File: src/hdl/rsa_pkg.sv
// package: offsets, reset values and field layouts of the strobe assignments
package rsa_pkg;
    // ------------------------------------------------------------------
    // register map
    // ------------------------------------------------------------------
    localparam logic [7:0] RSA_LS_LDO_OFFSET = 8'h25;
    localparam logic [7:0] RSA_GPO_OFFSET = 8'h26;
    localparam logic [7:0] RSA_LS_LDO_RESET = 8'h63;
    localparam logic [7:0] RSA_GPO_RESET = 8'h03;
    localparam logic [3:0] RSA_FIELD_DEFAULT_ON = 4'h3;
    localparam logic [3:0] RSA_FIELD_DEFAULT_OFF = 4'h0;
    localparam logic [3:0] RSA_STROBE_FIRST = 4'h3;
    localparam logic [3:0] RSA_STROBE_LAST = 4'hA;
    localparam int RSA_HI_LSB = 4;
    localparam int RSA_LO_LSB = 0;
    localparam int RSA_NUM_REGS = 2;
    localparam int RSA_NUM_OUTS = 3;
    localparam logic [1:0] RSA_NVM_IDLE_CYCLES = 2'h1;

    // ------------------------------------------------------------------
    // carriers
    // ------------------------------------------------------------------
    typedef struct packed {
        logic wr;
        logic rd;
        logic [7:0] addr;
        logic [7:0] wdata;
    } rsa_req_s;

    typedef struct packed {
        logic [3:0] linreg;
        logic [3:0] first_genout;
        logic [3:0] third_genout;
    } rsa_fields_s;
endpackage

File: src/hdl/rsa_nvm_shadow.sv
// small two-word shadow store standing for the non-volatile backing
`timescale 1ns/10ps
module rsa_nvm_shadow
    import rsa_pkg::*;
#(
    parameter int WIDTH = 8,
    parameter int DEPTH = RSA_NUM_REGS
)
(
    input wire logic i_mclk,
    input wire logic i_reset_n,
    input wire logic i_wr,
    input wire logic i_idx,
    input wire logic [WIDTH-1:0] i_wdata,
    input wire logic [WIDTH-1:0] i_init0,
    input wire logic [WIDTH-1:0] i_init1,
    input wire logic i_rd_idx,
    output logic [WIDTH-1:0] o_rdata
);
    // the one-bit word index below serves exactly two words
    if (DEPTH != 2)
    begin : g_bad_depth
        $error("shadow store serves exactly two words");
    end

    logic [WIDTH-1:0] mem_q [DEPTH];

    // --------------------------------------------------------------
    // storage; reset loads the factory image, read data registered
    // --------------------------------------------------------------
    always_ff @(posedge i_mclk)
    begin
        if (!i_reset_n)
        begin
            mem_q[0] <= i_init0;
            mem_q[1] <= i_init1;
            o_rdata <= '0;
        end
        else
        begin
            if (i_wr)
                mem_q[i_idx] <= i_wdata;
            o_rdata <= mem_q[i_rd_idx];
        end
    end
endmodule

File: src/hdl/rsa_strobe_regs.sv
// strobe-assignment registers for the linear regulator and general outputs
//
// What this block does
// - field values 3h..Ah enable the output at strobe three to ten.
// - values 0h-2h and Bh-Fh leave the output outside sequencer control.
// - register 0x26 resets to 0x3; bits 7-4 third output, 3-0 first.
// - linear regulator and first output default 3h; third output 0h.
// - strobes one and two run only while the freshness seal bit is zero.
`timescale 1ns/10ps
module rsa_strobe_regs
    import rsa_pkg::*;
(
    input wire logic i_mclk,
    input wire logic i_reset_n,
    input wire logic i_reg_wr,
    input wire logic i_reg_rd,
    input wire logic [7:0] i_reg_addr,
    input wire logic [7:0] i_reg_wdata,
    input wire logic i_unlocked,
    input wire logic i_freshness_seal_bit,
    input wire logic [3:0] i_strobe_num,
    output logic [7:0] o_reg_rdata,
    output logic o_reg_rvalid,
    output logic o_linreg_strobe_field_en,
    output logic o_first_genout_strobe_field_en,
    output logic o_third_genout_strobe_field_en,
    output logic o_linreg_sequenced,
    output logic o_first_genout_sequenced,
    output logic o_third_genout_sequenced,
    output logic o_early_strobe_allowed,
    output logic o_wr_refused
);
    // --------------------------------------------------------------
    // decoding helpers
    // --------------------------------------------------------------
    // window bounds live in the package, so a wider strobe range
    // needs no change in the decode itself
    // in range means the sequencer owns the output
    function automatic logic rsa_in_seq(input logic [3:0] f);
        rsa_in_seq = (f >= RSA_STROBE_FIRST) && (f <= RSA_STROBE_LAST);
    endfunction

    // fires when the current strobe matches an owned field
    function automatic logic rsa_hit(input logic [3:0] f,
                                     input logic [3:0] s);
        rsa_hit = rsa_in_seq(f) && (f == s);
    endfunction

    rsa_req_s req;
    rsa_fields_s fld;
    logic [7:0] ldo_q;
    logic [7:0] gpo_q;
    logic rd_pend_q;
    logic [1:0] nvm_wait_q;
    logic [7:0] nvm_rdata;

    // --------------------------------------------------------------
    // elaboration checks on the package layout
    // --------------------------------------------------------------
    // the two fields must be adjacent nibbles of one byte
    if (RSA_HI_LSB != RSA_LO_LSB + 4)
    begin : g_bad_layout
        $error("strobe fields must be adjacent nibbles");
    end
    // an empty window would leave every output unsequenced
    if (RSA_STROBE_FIRST > RSA_STROBE_LAST)
    begin : g_bad_window
        $error("strobe window must not be empty");
    end
    // the field decode below is written for exactly three outputs
    if (RSA_NUM_OUTS != 3)
    begin : g_bad_outs
        $error("three strobe fields are decoded");
    end
    // the shadow store indexes its two words by the one-bit hit_gpo decode
    if (RSA_NUM_REGS != 2)
    begin : g_bad_regs
        $error("two strobe registers are served");
    end

    // bus inputs travel as one snapshot so every decode agrees
    assign req = '{wr: i_reg_wr, rd: i_reg_rd, addr: i_reg_addr,
                   wdata: i_reg_wdata};

    // --------------------------------------------------------------
    // address decode and write gating
    // --------------------------------------------------------------
    wire hit_ldo = (req.addr == RSA_LS_LDO_OFFSET);
    wire hit_gpo = (req.addr == RSA_GPO_OFFSET);
    wire hit_any = hit_ldo | hit_gpo;
    // locked writes are dropped, never partly applied; the refusal
    // is flagged one cycle later so software can notice that its
    // unlock step was missed
    wire wr_ok = req.wr & hit_any & i_unlocked;
    wire wr_bad = req.wr & hit_any & ~i_unlocked;

    // upper nibble of the regulator register is stored but drives
    // nothing here; only its low nibble belongs to the regulator
    assign fld.linreg = ldo_q[RSA_LO_LSB +: 4];
    assign fld.first_genout = gpo_q[RSA_LO_LSB +: 4];
    assign fld.third_genout = gpo_q[RSA_HI_LSB +: 4];

    // --------------------------------------------------------------
    // live register copies; reset values per register
    // --------------------------------------------------------------
    always_ff @(posedge i_mclk)
    begin
        if (!i_reset_n)
        begin
            ldo_q <= RSA_LS_LDO_RESET;
            gpo_q <= RSA_GPO_RESET;
        end
        else if (wr_ok)
        begin
            if (hit_ldo)
                ldo_q <= req.wdata;
            if (hit_gpo)
                gpo_q <= req.wdata;
        end
    end

    // live copy and store are written on the same edge, so a read
    // issued straight after a write already returns the new byte;
    // the store has no real persistence, it only mirrors the image
    // backing store follows every accepted write
    rsa_nvm_shadow #(
        .WIDTH(8),
        .DEPTH(RSA_NUM_REGS)
    ) u_nvm (
        .i_mclk(i_mclk),
        .i_reset_n(i_reset_n),
        .i_wr(wr_ok),
        .i_idx(hit_gpo),
        .i_wdata(req.wdata),
        .i_init0(RSA_LS_LDO_RESET),
        .i_init1(RSA_GPO_RESET),
        .i_rd_idx(hit_gpo),
        .o_rdata(nvm_rdata)
    );

    // --------------------------------------------------------------
    // read path: data one cycle after the store's registered read
    // --------------------------------------------------------------
    always_ff @(posedge i_mclk)
    begin
        if (!i_reset_n)
        begin
            rd_pend_q <= 1'b0;
            nvm_wait_q <= 2'h0;
            o_reg_rdata <= 8'h00;
            o_reg_rvalid <= 1'b0;
        end
        else
        begin
            // both answers share one pipeline depth; the wait stage
            // stands in for the store's read on unmapped addresses
            rd_pend_q <= req.rd & hit_any;
            nvm_wait_q <= (req.rd & ~hit_any) ? RSA_NVM_IDLE_CYCLES : 2'h0;
            o_reg_rvalid <= rd_pend_q | (nvm_wait_q != 2'h0);
            // unmapped reads answer zero after the same two edges, so
            // a host waiting for rvalid never hangs on a bad address
            o_reg_rdata <= rd_pend_q ? nvm_rdata : 8'h00;
        end
    end

    // --------------------------------------------------------------
    // strobe decode toward the sequencer engine
    // --------------------------------------------------------------
    // strobes 1 and 2 are gated here since no field of ours uses them
    // the seal is a live level: once broken, strobes one and two are
    // refused from the next edge on, even in the middle of a sequence
    wire early_ok = ~i_freshness_seal_bit;
    wire early_strobe = (i_strobe_num == 4'h1) || (i_strobe_num == 4'h2);

    // every field is decoded the same way; one copy per output
    // index 0 linear regulator, 1 first output, 2 third output
    logic [3:0] fld_arr [RSA_NUM_OUTS];
    logic [RSA_NUM_OUTS-1:0] own_w;
    logic [RSA_NUM_OUTS-1:0] hit_w;

    assign fld_arr[0] = fld.linreg;
    assign fld_arr[1] = fld.first_genout;
    assign fld_arr[2] = fld.third_genout;

    for (genvar k = 0; k < RSA_NUM_OUTS; k++)
    begin : g_field
        // owned means some strobe from three to ten switches it on
        assign own_w[k] = rsa_in_seq(fld_arr[k]);
        // a hit needs both ownership and the matching strobe number
        assign hit_w[k] = rsa_hit(fld_arr[k], i_strobe_num);
    end

    // limitation: the fields only say when an output switches on;
    // the sequencer engine keeps all timing and switch-off order
    // outputs are registered so the engine sees clean levels; the
    // price is one cycle of lag after a field or strobe change

    always_ff @(posedge i_mclk)
    begin
        if (!i_reset_n)
        begin
            o_linreg_strobe_field_en <= 1'b0;
            o_first_genout_strobe_field_en <= 1'b0;
            o_third_genout_strobe_field_en <= 1'b0;
            o_linreg_sequenced <= 1'b0;
            o_first_genout_sequenced <= 1'b0;
            o_third_genout_sequenced <= 1'b0;
            o_early_strobe_allowed <= 1'b0;
            o_wr_refused <= 1'b0;
        end
        else
        begin
            o_linreg_strobe_field_en <= hit_w[0];
            o_first_genout_strobe_field_en <= hit_w[1];
            o_third_genout_strobe_field_en <= hit_w[2];
            o_linreg_sequenced <= own_w[0];
            o_first_genout_sequenced <= own_w[1];
            o_third_genout_sequenced <= own_w[2];
            o_early_strobe_allowed <= early_ok & early_strobe;
            o_wr_refused <= wr_bad;
        end
    end
endmodule

File: config.mk
export PLATFORM = sky130hd
export DESIGN_NAME = rsa_strobe_regs
export DESIGN_NICKNAME = d
export VERILOG_FILES = /design/src/hdl/rsa_pkg.sv /design/src/hdl/rsa_nvm_shadow.sv /design/src/hdl/rsa_strobe_regs.sv
export SDC_FILE = /design/constraint.sdc
export NUM_CORES = 1
export LEC_CHECK = 0
export BUFFER_PORTS_ARGS = -buffer_cell sky130_fd_sc_hd__buf_2
export CORE_UTILIZATION = 40
export CTS_BUF_LIST = sky130_fd_sc_hd__clkbuf_8
export CTS_CLUSTER_DIAMETER = 100
export DETAILED_ROUTE_END_ITERATION = 10
export PLACE_DENSITY = 0.69
export SLEW_MARGIN = 20
export SYNTH_ARGS = -nofsm -noshare
export SYNTH_HDL_FRONTEND = slang
export SYNTH_SLANG_ARGS = --single-unit
File: constraint.sdc
create_clock -name i_mclk -period 2.5 [get_ports i_mclk]
set_clock_uncertainty 0.15 [all_clocks]
set_input_delay 0.125 -clock i_mclk [delete_from_list [all_inputs] [get_ports i_mclk]]
set_output_delay 0.125 -clock i_mclk [all_outputs]
set_load 0.1 [all_outputs]
# After elaboration in Yosys (flattened, before gate mapping)

Memory sizes are Yosys's and may differ from the RTL's. A register that Yosys moved wholly into a read port is not among the register bits.
Cells that the tools add are included.

Mux-type cells: 8
Bitwise gates (word level): 11
Reductions and logical operators: 13
Magnitude comparators: 6
Eq/ne operators: 7

Operators with widths:

| operator                                            | count |
|---|---|
| == test 8 x 6 -> 1 bit, second input constant       | 2 |
| == test 4 bit                                       | 3 |
| >= comparator 4 x 2 -> 1 bit, second input constant | 3 |
| <= comparator 4 bit, second input constant          | 3 |
| two-way mux 8 bit                                   | 1 |
| OR reduction 8 bit                                  | 1 |
| two-way mux 1 bit                                   | 7 |
| AND 1 bit                                           | 6 |
| logical AND 1 bit                                   | 6 |
| AND reduction 2 bit                                 | 3 |
| == test 4 x 1 -> 1 bit, second input constant       | 1 |
| == test 4 x 2 -> 1 bit, second input constant       | 1 |
| inverter 1 bit                                      | 3 |
| bitwise OR 1 bit                                    | 2 |
| nonzero test 2 bit                                  | 1 |
| zero test 1 bit                                     | 1 |
| logical OR 1 bit                                    | 1 |

Output and inout port bits: 17
Memories kept: 1
Logic and storage cells: 60
Bits in writable memories: 16
Register bits after elaboration: 32

Memory list:

| name        | words | width | read ports | clocked after Yosys merged registers in | wr ports | RTL line             | source |
|---|---|---|---|---|---|---|---|
| u_nvm.mem_q | 2     | 8     | 1          | 1                                       | 2        | rsa_nvm_shadow.sv:26 | `logic [WIDTH-1:0] mem_q [DEPTH];` |

# Depth between registers and ports, before layout

Gate-level depths: netlist (run 1).

Depth in word-level cells: 9
Gate-level depth with buffers: 5
Gate-level depth less buffers: 3

# Hierarchy

Synthesis (run 1) repeated with hierarchy kept, for this count alone.

Cell total of the unflattened synthesis: 189
Area total of the unflattened synthesis: 2275.9 sq um

By module, submodules not included:

| module          | cells an instance | sequential area each (sq um) | instances | area an instance (sq um) |
|---|---|---|---|---|
| rsa_strobe_regs | 125               | 620.6                        | 1         | 1262.5 |
| rsa_nvm_shadow  | 64                | 640.6                        | 1         | 1013.5 |

# Worst setup path after synthesis (run 1)

Ideal clock, no wire load.

Kind: in2reg
Start point: input port i_reg_addr[3]
End point: memory u_nvm.mem_q[1][0] (enable)
Arrival time: 1.074 ns
Buffers on the path: 2
Data required time: 2.016 ns
Path slack: 0.942 ns
Cell stages on the path: 5
Cell sequence: and4bb_1 > buf_6 > and3_1 > buf_6 > nand2b_1

RTL lines:

| element     | RTL line              | source |
|---|---|---|
| from (decl) | rsa_strobe_regs.sv:17 | `input wire logic [7:0] i_reg_addr,` |
| to (decl)   | rsa_nvm_shadow.sv:26  |  |

# Final worst setup path (run 1)

Start point: input port i_reg_addr[4]
End point: register o_wr_refused

Word-level cells in the longest chain between the ends: 4
Elaborated cells between the ends (all ways): 5
Those cells by class: eq/ne (2); bitwise (3)

RTL lines:

| element                                          | RTL line                                     | source |
|---|---|---|
| == test 8 x 6 -> 1 bit, on equally long branches | rsa_strobe_regs.sv:88, rsa_strobe_regs.sv:89 |  |
| bitwise OR 1 bit *                               | rsa_strobe_regs.sv:90                        | `wire hit_any = hit_ldo \| hit_gpo;` |
| AND 1 bit * (2 in a row)                         | rsa_strobe_regs.sv:95                        | `wire wr_bad = req.wr & hit_any & ~i_unlocked;` |
| to (signal assigned)                             | rsa_strobe_regs.sv:220                       | `o_wr_refused <= wr_bad;` |
| to (decl)                                        | rsa_strobe_regs.sv:31                        | `output logic o_wr_refused` |

Mark *: on every way between the ends. The rest lies on a longest branch, timed or not.
A chain may end at the register's enable or synchronous reset.

==> metrics.cfg, run 1 <==
[yosys]
yosysUniqueCellTypes=30
syn_avg_cell_area_um2=11.3
synthesis.instances=194
ys_ff_latch=55
synth-edff-count=16
syn_nets=220
synth.yosys.seq_area_share=0.574
synth_ff_type=dfxtp_1
synthArstFlopShare=0
synth-warning-count=0
synth_area_um2=2200

[sta]
worst_pin_slew_ps=655
tns_ps=0
rsz0062_at_grt=false
hold_viol=0
fmax_mhz=579
setup_viol=0
fin_crit_ps=1730
fin_crit_sh=0.691
slew_viol_final=0
slew_headroom=0.561

[clock_tree]
htreeDepth=2
worstSkewPairLatency_ps=310
clk_path_buf_depth=2
cts_setup_buffers=0
cts-root-buf=clkbuf_8
cts_resized=0
cts_tree=built
cts_inserted_buffers=5
cts.sinks=55
clk_pin_slew_worst_paths_ps=90
postCtsHoldBufs=13

[critical_path]
r2r-end=o_third_genout_strobe_field_en
cp-end-kind=flip-flop
path_max_fanout=14
crit-reg2reg-launch=gpo_q[7]
crit_type=in -> reg
critPathRequiredTime_ps=2610
reg2reg_depth=3
rrSetupSlack_ps=1250
start_kind=input pin
critPathArrivalTime_ps=1840

[grt]
grtUsageTotal=0.153
grt_first_pass_wirelength_um=6890
antenna_found_initial=0
grt_pass1_vias=1469
grt_max_degree=32
grt_overflow_total=0

[place]
globalplace.congestion=0.806
io_buffers=42
hpwlAfterDp_um=2980
post-place-cells=299

[floorplanning]
die_x_um=76.1
die_area_um2=5800
pin_count=43
start_util=0.422
die_h_um=76.1
core_area_um2=5200
row_count=26

[drt]
viasPerCell=4.70
drt-total-wl_um=4040
ant_nets=0
num_vias=1504
drt_pass1_iterations=4
drtIter0Drc=59
drt-wirelength-per-cell_um=12.6
drc=0

[power]
p_clk_frac=0.307
seq_power_share=0.607
p_sw_mw=0.368
swShare=0.236
max-vdd-ir-drop_v=0.000225
power_density_nw_per_um2=582
leakage_nw=1.14
p_comb_frac=0.086
intPower_mw=1.19

[finish]
layout_common_cells=buf_2 (42), dfxtp_1 (39), edfxtp_1 (16)
finalNetCount=275
instances_no_fill=320
fill_cells=473
area_growth_pct=21.7
final_common_cell=buf_2
antennaDiodeCount=0
layout-drive-gt1-share=0.220

[run]
max_cap_viol_count=0

[run_status]
status=complete, no violations

[worst_hold_path]
min_to=rd_pend_q
hp-start=i_reg_addr[0]
min_delay_path_depth=4
hp-class=in -> reg

[worst max-delay path, cell delays in order]
cell           delay [ps]
buf_2                 120
nor4b_4               620
nand3_1               200
nor3_1                200
dlygate4sd3_1         560
[power groups by stage]
stage                     registers, mW  logic (mW)  clock network (mW)
final                             0.945       0.134               0.478
after global placement            0.965       0.120                   0
after floorplan                   0.989      0.0501                   0
after detailed placement          0.966       0.122                   0
after global routing              0.948       0.146               0.529
after CTS                         0.945       0.135               0.491
[registers in the layout (all words and copies together), names as in the netlist]
register / flops
rd_pend_q: 1
o_early_strobe_allowed: 1
o_reg_rvalid: 1
u_nvm.mem_q: 16
u_nvm.o_rdata: 8
ldo_q: 4
o_wr_refused: 1
gpo_q: 8
o_reg_rdata: 8
o_linreg_sequenced: 1
nvm_wait_q: 1
o_third_genout_sequenced: 1
o_first_genout_strobe_field_en: 1
o_linreg_strobe_field_en: 1
o_third_genout_strobe_field_en: 1
o_first_genout_sequenced: 1
[worst max-delay path by stage]
| stage | start | endpoint | slack (ps) | cells past startpoint |
|---|---|---|---|---|
| 6_report | i_reg_addr[4] | o_wr_refused | 770 | 5 |
| 5_1_grt | i_reg_addr[4] | o_wr_refused | 590 | 5 |
| 4_1_cts | i_reg_addr[4] | u_nvm.mem_q[0][4] | 780 | 4 |
| 3_5_place_dp | i_reg_addr[4] | u_nvm.mem_q[0][4] | 460 | 4 |
| 3_3_place_gp | i_reg_addr[4] | u_nvm.mem_q[0][0] | 500 | 4 |
| 2_1_floorplan | i_reg_addr[3] | u_nvm.mem_q[1][0] | 940 | 5 |
[layout make-up]
class                      count  area [um2]  share of cell area
tap                           70        87.6              0.0327
timing repair buffer          58         363               0.136
clock inverter                 3        18.8             0.00702
clock buffer                   5        68.8              0.0257
multi-input combinational    129         876               0.327
sequential                    55        1260               0.471
[per-stage QoR]
stage                     hold WS [ps]  power [mW]  instance area [um2]   util  setup slack (ps)
after global routing              48.4        1.62                 2680  0.514               593
after global placement             163        1.09                 2460  0.472               495
final                             39.0        1.56                 2680  0.514               772
after CTS                         36.0        1.57                 2680  0.514               782
after floorplan                   51.2        1.04                 2200      -               942
after detailed placement           164        1.09                 2460  0.472               455
[layer usage]
metal,GRT usage,routed length (um),vias up
met5,0,0,-
met4,0.0769,124,0
met3,0.0359,166,8
met2,0.249,1850,40
met1,0.191,1890,673
li1,-,-,783
[logic make-up after synthesis]
logic type	synth area share
muxes	0.0364
buffers and inverters	0.0279
and+or+nand+nor	0.220
AOI/OAI and AO/OA	0.0746
DFF	0.574
xor gates and xnor gates	0.0677
[synth_stat cells (7+ instances only)]
cell / number / area (um2)
nand3_1: 9 / 45.0
nor2b_1: 8 / 50.1
and2_1: 14 / 87.6
dfxtp_1: 39 / 781
edfxtp_1: 16 / 480
and3_1: 14 / 87.6
o21ai_1: 8 / 40.0
nand2_1: 15 / 56.3
nand2b_1: 7 / 43.8
mux2i_1: 8 / 80.1
xor2_1: 13 / 114
a21boi_1: 8 / 60.1
Power figures use the tool's default switching activity.
==> run 2, diff against run 1 <==
Settings changed: PLACE_DENSITY 0.69 to 0.71.
Clock period 2.5 ns to 1.5 ns, I/O delays scaled along.
==> metrics.cfg, run 2 (synthesized netlist as in run 1, its figures left out) <==
[critical_path]
r2r-end=o_linreg_strobe_field_en  ; was o_third_genout_strobe_field_en
reg2reg_depth=3  ; unchanged
start_kind=input pin  ; unchanged
critPathArrivalTime_ps=1370  ; was 1840 ps
rrSetupSlack_ps=310  ; was 1250 ps
cp-end-kind=flip-flop  ; unchanged
path_max_fanout=8  ; was 14
crit-reg2reg-launch=ldo_q[3]  ; was gpo_q[7]
critPathRequiredTime_ps=1430  ; was 2610 ps
crit_type=in -> reg  ; unchanged

[grt]
antenna_found_initial=0  ; unchanged
grt_first_pass_wirelength_um=6750  ; was 6890 um
grt_max_degree=25  ; was 32
grtUsageTotal=0.153  ; about the same
grt_pass1_vias=1433  ; was 1469
grt_overflow_total=0  ; unchanged

[worst_hold_path]
hp-class=in -> reg  ; unchanged
hp-start=i_reset_n  ; was i_reg_addr[0]
min_delay_path_depth=3  ; was 4
min_to=ldo_q[1]  ; was rd_pend_q

[finish]
antennaDiodeCount=0  ; unchanged
layout_common_cells=buf_2 (42), dfxtp_1 (39), dlygate4sd3_1 (19)  ; was buf_2 (42), dfxtp_1 (39), edfxtp_1 (16)
layout-drive-gt1-share=0.238  ; was 0.220
area_growth_pct=26.1  ; was 21.7%
largest_register=u_nvm.mem_q  ; unchanged
final_common_cell=buf_2  ; unchanged
finalNetCount=285  ; was 275
fin_util=0.533  ; was 0.514
largest_reg_flops=16  ; unchanged
fin_area_um2=2770  ; was 2680 um2

[place]
io_buffers=42  ; unchanged
globalplace.congestion=0.767  ; was 0.806
hpwlAfterDp_um=2920  ; was 2980 um
place_area_um2=2490  ; was 2460 um2

[clock_tree]
clk_pin_slew_worst_paths_ps=100  ; was 90 ps
worstSkewPairLatency_ps=310  ; about the same
htreeDepth=2  ; unchanged
cts.sinks=55  ; unchanged
cts_tree=built  ; unchanged
cts-root-buf=clkbuf_8  ; unchanged
clk_path_buf_depth=2  ; unchanged
cts_setup_buffers=0  ; unchanged
cts_inserted_buffers=5  ; unchanged

[drt]
num_vias=1536  ; was 1504
drtIter0Drc=66  ; was 59
drc=0  ; unchanged
ant_nets=0  ; unchanged
drt-wirelength-per-cell_um=12.6  ; about the same
viasPerCell=4.65  ; was 4.70
drt_pass1_iterations=4  ; unchanged
drt-total-wl_um=4150  ; was 4040 um

[floorplanning]
die_h_um=76.1  ; unchanged
die_area_um2=5800  ; unchanged
row_count=26  ; unchanged
pin_count=43  ; unchanged
core_area_um2=5200  ; unchanged
die_x_um=76.1  ; unchanged
start_util=0.422  ; unchanged

[power]
p_sw_mw=0.635  ; was 0.368 mW
leakage_nw=1.19  ; was 1.14 nW
max-vdd-ir-drop_v=0.000359  ; was 0.000225 V
swShare=0.241  ; was 0.236
power_density_nw_per_um2=951  ; was 582 nW/um2
p_comb_frac=0.093  ; was 0.086
p_clk_frac=0.309  ; was 0.307
seq_power_share=0.598  ; was 0.607
intPower_mw=2.00  ; was 1.19 mW

[sta]
worst_pin_slew_ps=489  ; was 655 ps
setup_viol=0  ; unchanged
fin_crit_sh=0.960
fin_crit_ps=1440
fmax_mhz=695
slew_viol_final=0  ; unchanged
hold_viol=0  ; unchanged
slew_headroom=0.676  ; was 0.561

[run_status]
status=complete, no violations  ; unchanged

[run]
max_cap_viol_count=0  ; unchanged

==> run 2: timing repair <==
item                       CTS  global route
hold buffers                19             0
gates resized for setup      0             3
hold endpoints to repair    32             0
setup endpoints to repair    0            16
==> run 2: worst max path at each step <==
stage	endpoint	slack, ps	from
after global routing	u_nvm.mem_q[1][5]	-6	i_reg_wr
final	u_nvm.mem_q[1][3]	60	i_reg_wr
after detailed placement	u_nvm.mem_q[0][1]	20	i_reg_addr[4]
after global placement	u_nvm.mem_q[0][1]	60	i_reg_addr[4]
after CTS	u_nvm.mem_q[0][4]	7	i_reg_wr
after floorplan	u_nvm.mem_q[1][0]	90	i_reg_addr[3]
==> run 2: cell type report <==
| type | count | area, um2 |
|---|---|---|
| multi-input cells | 129 | 883 |
| well taps | 70 | 87.6 |
| clock inverters | 3 | 18.8 |
| clock buffers | 5 | 68.8 |
| flip-flops and latches | 55 | 1260 |
| repair buffers | 68 | 453 |
| fillers | 484 | 2430 |
==> run 2: stage by stage <==
step                      hold WS (ps)  instances  total power [mW]  worst slack [ps]  setup TNS, ps
after global placement             115        303              1.81              55.9              0
after floorplan                   1.21        194              1.73              85.2              0
final                             75.1        330              2.64              60.2              0
after CTS                         73.6        330              2.64              7.40              0
after global routing              91.3        330              2.74             -6.32          -9.41
after detailed placement           125        303              1.81              19.4              0
==> run 2: per-layer routing <==
metal | global-route usage | wire, um | up-vias
met2 | 0.235 | 1860 | 48
met4 | 0.0942 | 87 | 0
met3 | 0.0287 | 233 | 9
met5 | 0 | 0 | -
li1 | - | - | 803
met1 | 0.198 | 1960 | 676
==> run 2: power groups by stage <==
stage / combinational [mW] / clock (mW) / sequential, mW
after CTS: 0.242 / 0.825 / 1.58
final: 0.244 / 0.814 / 1.58
after detailed placement: 0.203 / 0 / 1.61
after global placement: 0.201 / 0 / 1.61
after floorplan: 0.0841 / 0 / 1.65
after global routing: 0.264 / 0.890 / 1.58
==> run 2: worst max-delay path: stages <==
cell,delay [ps]
dlygate4sd3_1,530
buf_2,130
and3_1,200
and3_1,250
and2_1,180
==> run 3, diff against run 2 <==
Settings changed: ABC_AREA set to 1, CORE_UTILIZATION 40 to 51, CTS_CLUSTER_DIAMETER 100 to 50, PLACE_DENSITY 0.71 to 0.86.
==> metrics.cfg, run 3 <==
[clock_tree]
clk_pin_slew_worst_paths_ps=90  ; was 100 ps
cts_inserted_buffers=5  ; unchanged
htreeDepth=2  ; unchanged
cts_tree=built  ; unchanged
cts.sinks=55  ; unchanged
clk_path_buf_depth=2  ; unchanged
worstSkewPairLatency_ps=310  ; about the same
cts-root-buf=clkbuf_8  ; unchanged

[grt]
grt_overflow_total=0  ; unchanged
met3_usage=0.0617  ; was 0.0287
grt_util_met2=0.399  ; was 0.235
use_met1=0.236  ; was 0.198
gr-max-usage-layer=met2  ; unchanged
grt_first_pass_wirelength_um=7250  ; was 6750 um
grtUsageTotal=0.220  ; was 0.153
grt_max_degree=17  ; was 25
antenna_found_initial=0  ; unchanged
grt_pass1_vias=1680  ; was 1433

[yosys]
synth_commonest_cells=nor2_1 (52), dfxtp_1 (39), inv_1 (30)  ; was dfxtp_1 (39), edfxtp_1 (16), nand2_1 (15)
syn_avg_cell_area_um2=9.45  ; was 11.3 um2
synthDominantCellAreaShare=0.353  ; was 0.355
synth_most_common_cell=nor2_1  ; was dfxtp_1
synthTopCellsByArea=dfxtp_1 (35%), edfxtp_1 (22%), nor2_1 (8.8%)  ; was dfxtp_1 (36%), edfxtp_1 (22%), xor2_1 (5.2%)
ys_ff_latch=55  ; unchanged
syn_nets=260  ; was 220
synthArstFlopShare=0  ; unchanged
synth.yosys.seq_area_share=0.570  ; was 0.574
synth-warning-count=0  ; unchanged
synth_ff_type=dfxtp_1  ; unchanged
yosysUniqueCellTypes=27  ; was 30
synth-edff-count=16  ; unchanged
synth_area_um2=2210  ; was 2200 um2
synth_largest_area_cell=dfxtp_1  ; unchanged
synthesis.instances=234  ; was 194

[floorplanning]
die_area_um2=4600  ; was 5800 um2
row_count=23  ; was 26
die_h_um=67.9  ; was 76.1 um
pin_count=43  ; unchanged
core_area_um2=4090  ; was 5200 um2
start_util=0.541  ; was 0.422
die_x_um=67.9  ; was 76.1 um

[place]
io_buffers=42  ; unchanged
post-place-cells=332  ; was 303
globalplace.congestion=0.825  ; was 0.767
pre_cts_ws_ps=-84.9  ; was 19.4 ps
place_area_um2=2550  ; was 2490 um2
hpwlAfterDp_um=3060  ; was 2920 um

[sta]
fmax_mhz=691  ; was 695 MHz
slew_headroom=0.676  ; about the same
slew_viol_final=0  ; unchanged
setup_viol=0  ; unchanged
worst_pin_slew_ps=490  ; was 489 ps
rsz0062_at_grt=false
fin_crit_ps=1450  ; was 1440 ps
hold_viol=0  ; unchanged
fin_crit_sh=0.965  ; was 0.960
finalWorstSetupSlack_ps=52.5  ; was 60.2 ps

[critical_path]
path_max_fanout=5  ; was 8
crit_type=in -> reg  ; unchanged
critPathRequiredTime_ps=1550  ; was 1430 ps
critPathArrivalTime_ps=1500  ; was 1370 ps
cp-end-kind=flip-flop  ; unchanged
start_kind=input pin  ; unchanged

[drt]
drc=0  ; unchanged
drt-wirelength-per-cell_um=12.1  ; was 12.6 um
ant_nets=0  ; unchanged
drtIter0Drc=53  ; was 66
drt-total-wl_um=4310  ; was 4150 um
viasPerCell=4.77  ; was 4.65
drt_pass1_iterations=4  ; unchanged
num_vias=1702  ; was 1536

[finish]
antennaDiodeCount=0  ; unchanged
fill_cells=296  ; was 484
largest_reg_flops=16  ; unchanged
layout-drive-gt1-share=0.290  ; was 0.238
instances_no_fill=357  ; was 330
area_growth_pct=26.9  ; was 26.1%
finalNetCount=332  ; was 285
layout_common_cells=nor2_1 (52), buf_2 (41), dfxtp_1 (39)  ; was buf_2 (42), dfxtp_1 (39), dlygate4sd3_1 (19)
largest_register=u_nvm.mem_q  ; unchanged
final_common_cell=nor2_1  ; was buf_2
fin_area_um2=2810  ; was 2770 um2

[power]
leakage_nw=1.26  ; was 1.19 nW
power_density_nw_per_um2=927  ; was 951 nW/um2
max-vdd-ir-drop_v=0.000672  ; was 0.000359 V

[run_status]
status=complete, no violations  ; unchanged

[worst_hold_path]
hp-class=in -> reg  ; unchanged

[run]
max_cap_viol_count=0  ; unchanged

==> run 3: what timing repair did <==
item	4_1_cts	5_1_grt
hold endpoints to repair	34	0
buffers inserted	0	0
gates resized for setup	0	4
hold buffers	17	0
setup endpoints to repair	0	14
==> run 3: power breakdown <==
part / switching [mW] / leakage, nW / internal (mW)
combinational: 0.151 / 0.741 / 0.102
sequential: 0.0108 / 0.473 / 1.57
clock: 0.459 / 0.0505 / 0.315
total: 0.621 / 1.26 / 1.98
==> run 3: logic make-up after synthesis <==
kind of cell    after synthesis  synth area share
compound gates               18            0.0543
buf+inv                      41            0.0798
flops                        55             0.570
xor+xnor                     16            0.0634
simple gates                104             0.232
==> run 3: layer usage <==
metal	vias to the layer above	wire length, um
met3	11	191
met4	0	98
li1	868	-
met5	-	0
met2	50	2290
met1	773	1740
==> run 3: stage by stage <==
step	utilization	power, mW	hold slack [ps]	setup TNS (ps)
2_1_floorplan	-	1.74	-2.62	0
3_3_place_gp	0.623	1.82	165	0
3_5_place_dp	0.623	1.83	168	-691
4_1_cts	0.685	2.61	51.0	0
5_1_grt	0.687	2.70	77.7	0
6_report	0.687	2.60	52.4	0
==> run 3: worst max-delay path, stage by stage <==
cell           delay [ps]
dlygate4sd3_1         540
clkbuf_4              180
nand3_2               110
nor2_1                 50
dlygate4sd3_1         550
==> run 3: final timing paths <==
check,startpoint,endpoint,slack [ps],depth (start not counted)
worst max register to register,gpo_q[1],o_first_genout_strobe_field_en,400,3
worst min register to register,u_nvm.o_rdata[5],o_reg_rdata[5],260,2
worst min-delay path,i_reg_wr,gpo_q[1],50,4
worst max-delay path,i_reset_n,o_wr_refused,50,5
==> run 3: cell type report <==
type / instances / area (um2) / share of cell area
clock buffers: 5 / 68.8 / 0.0245
clock inverters: 3 / 12.5 / 0.00446
inverters: 35 / 136 / 0.0486
multi-input cells: 138 / 777 / 0.277
flip-flops and latches: 55 / 1260 / 0.449
well taps: 50 / 62.6 / 0.0223
repair buffers: 71 / 489 / 0.174
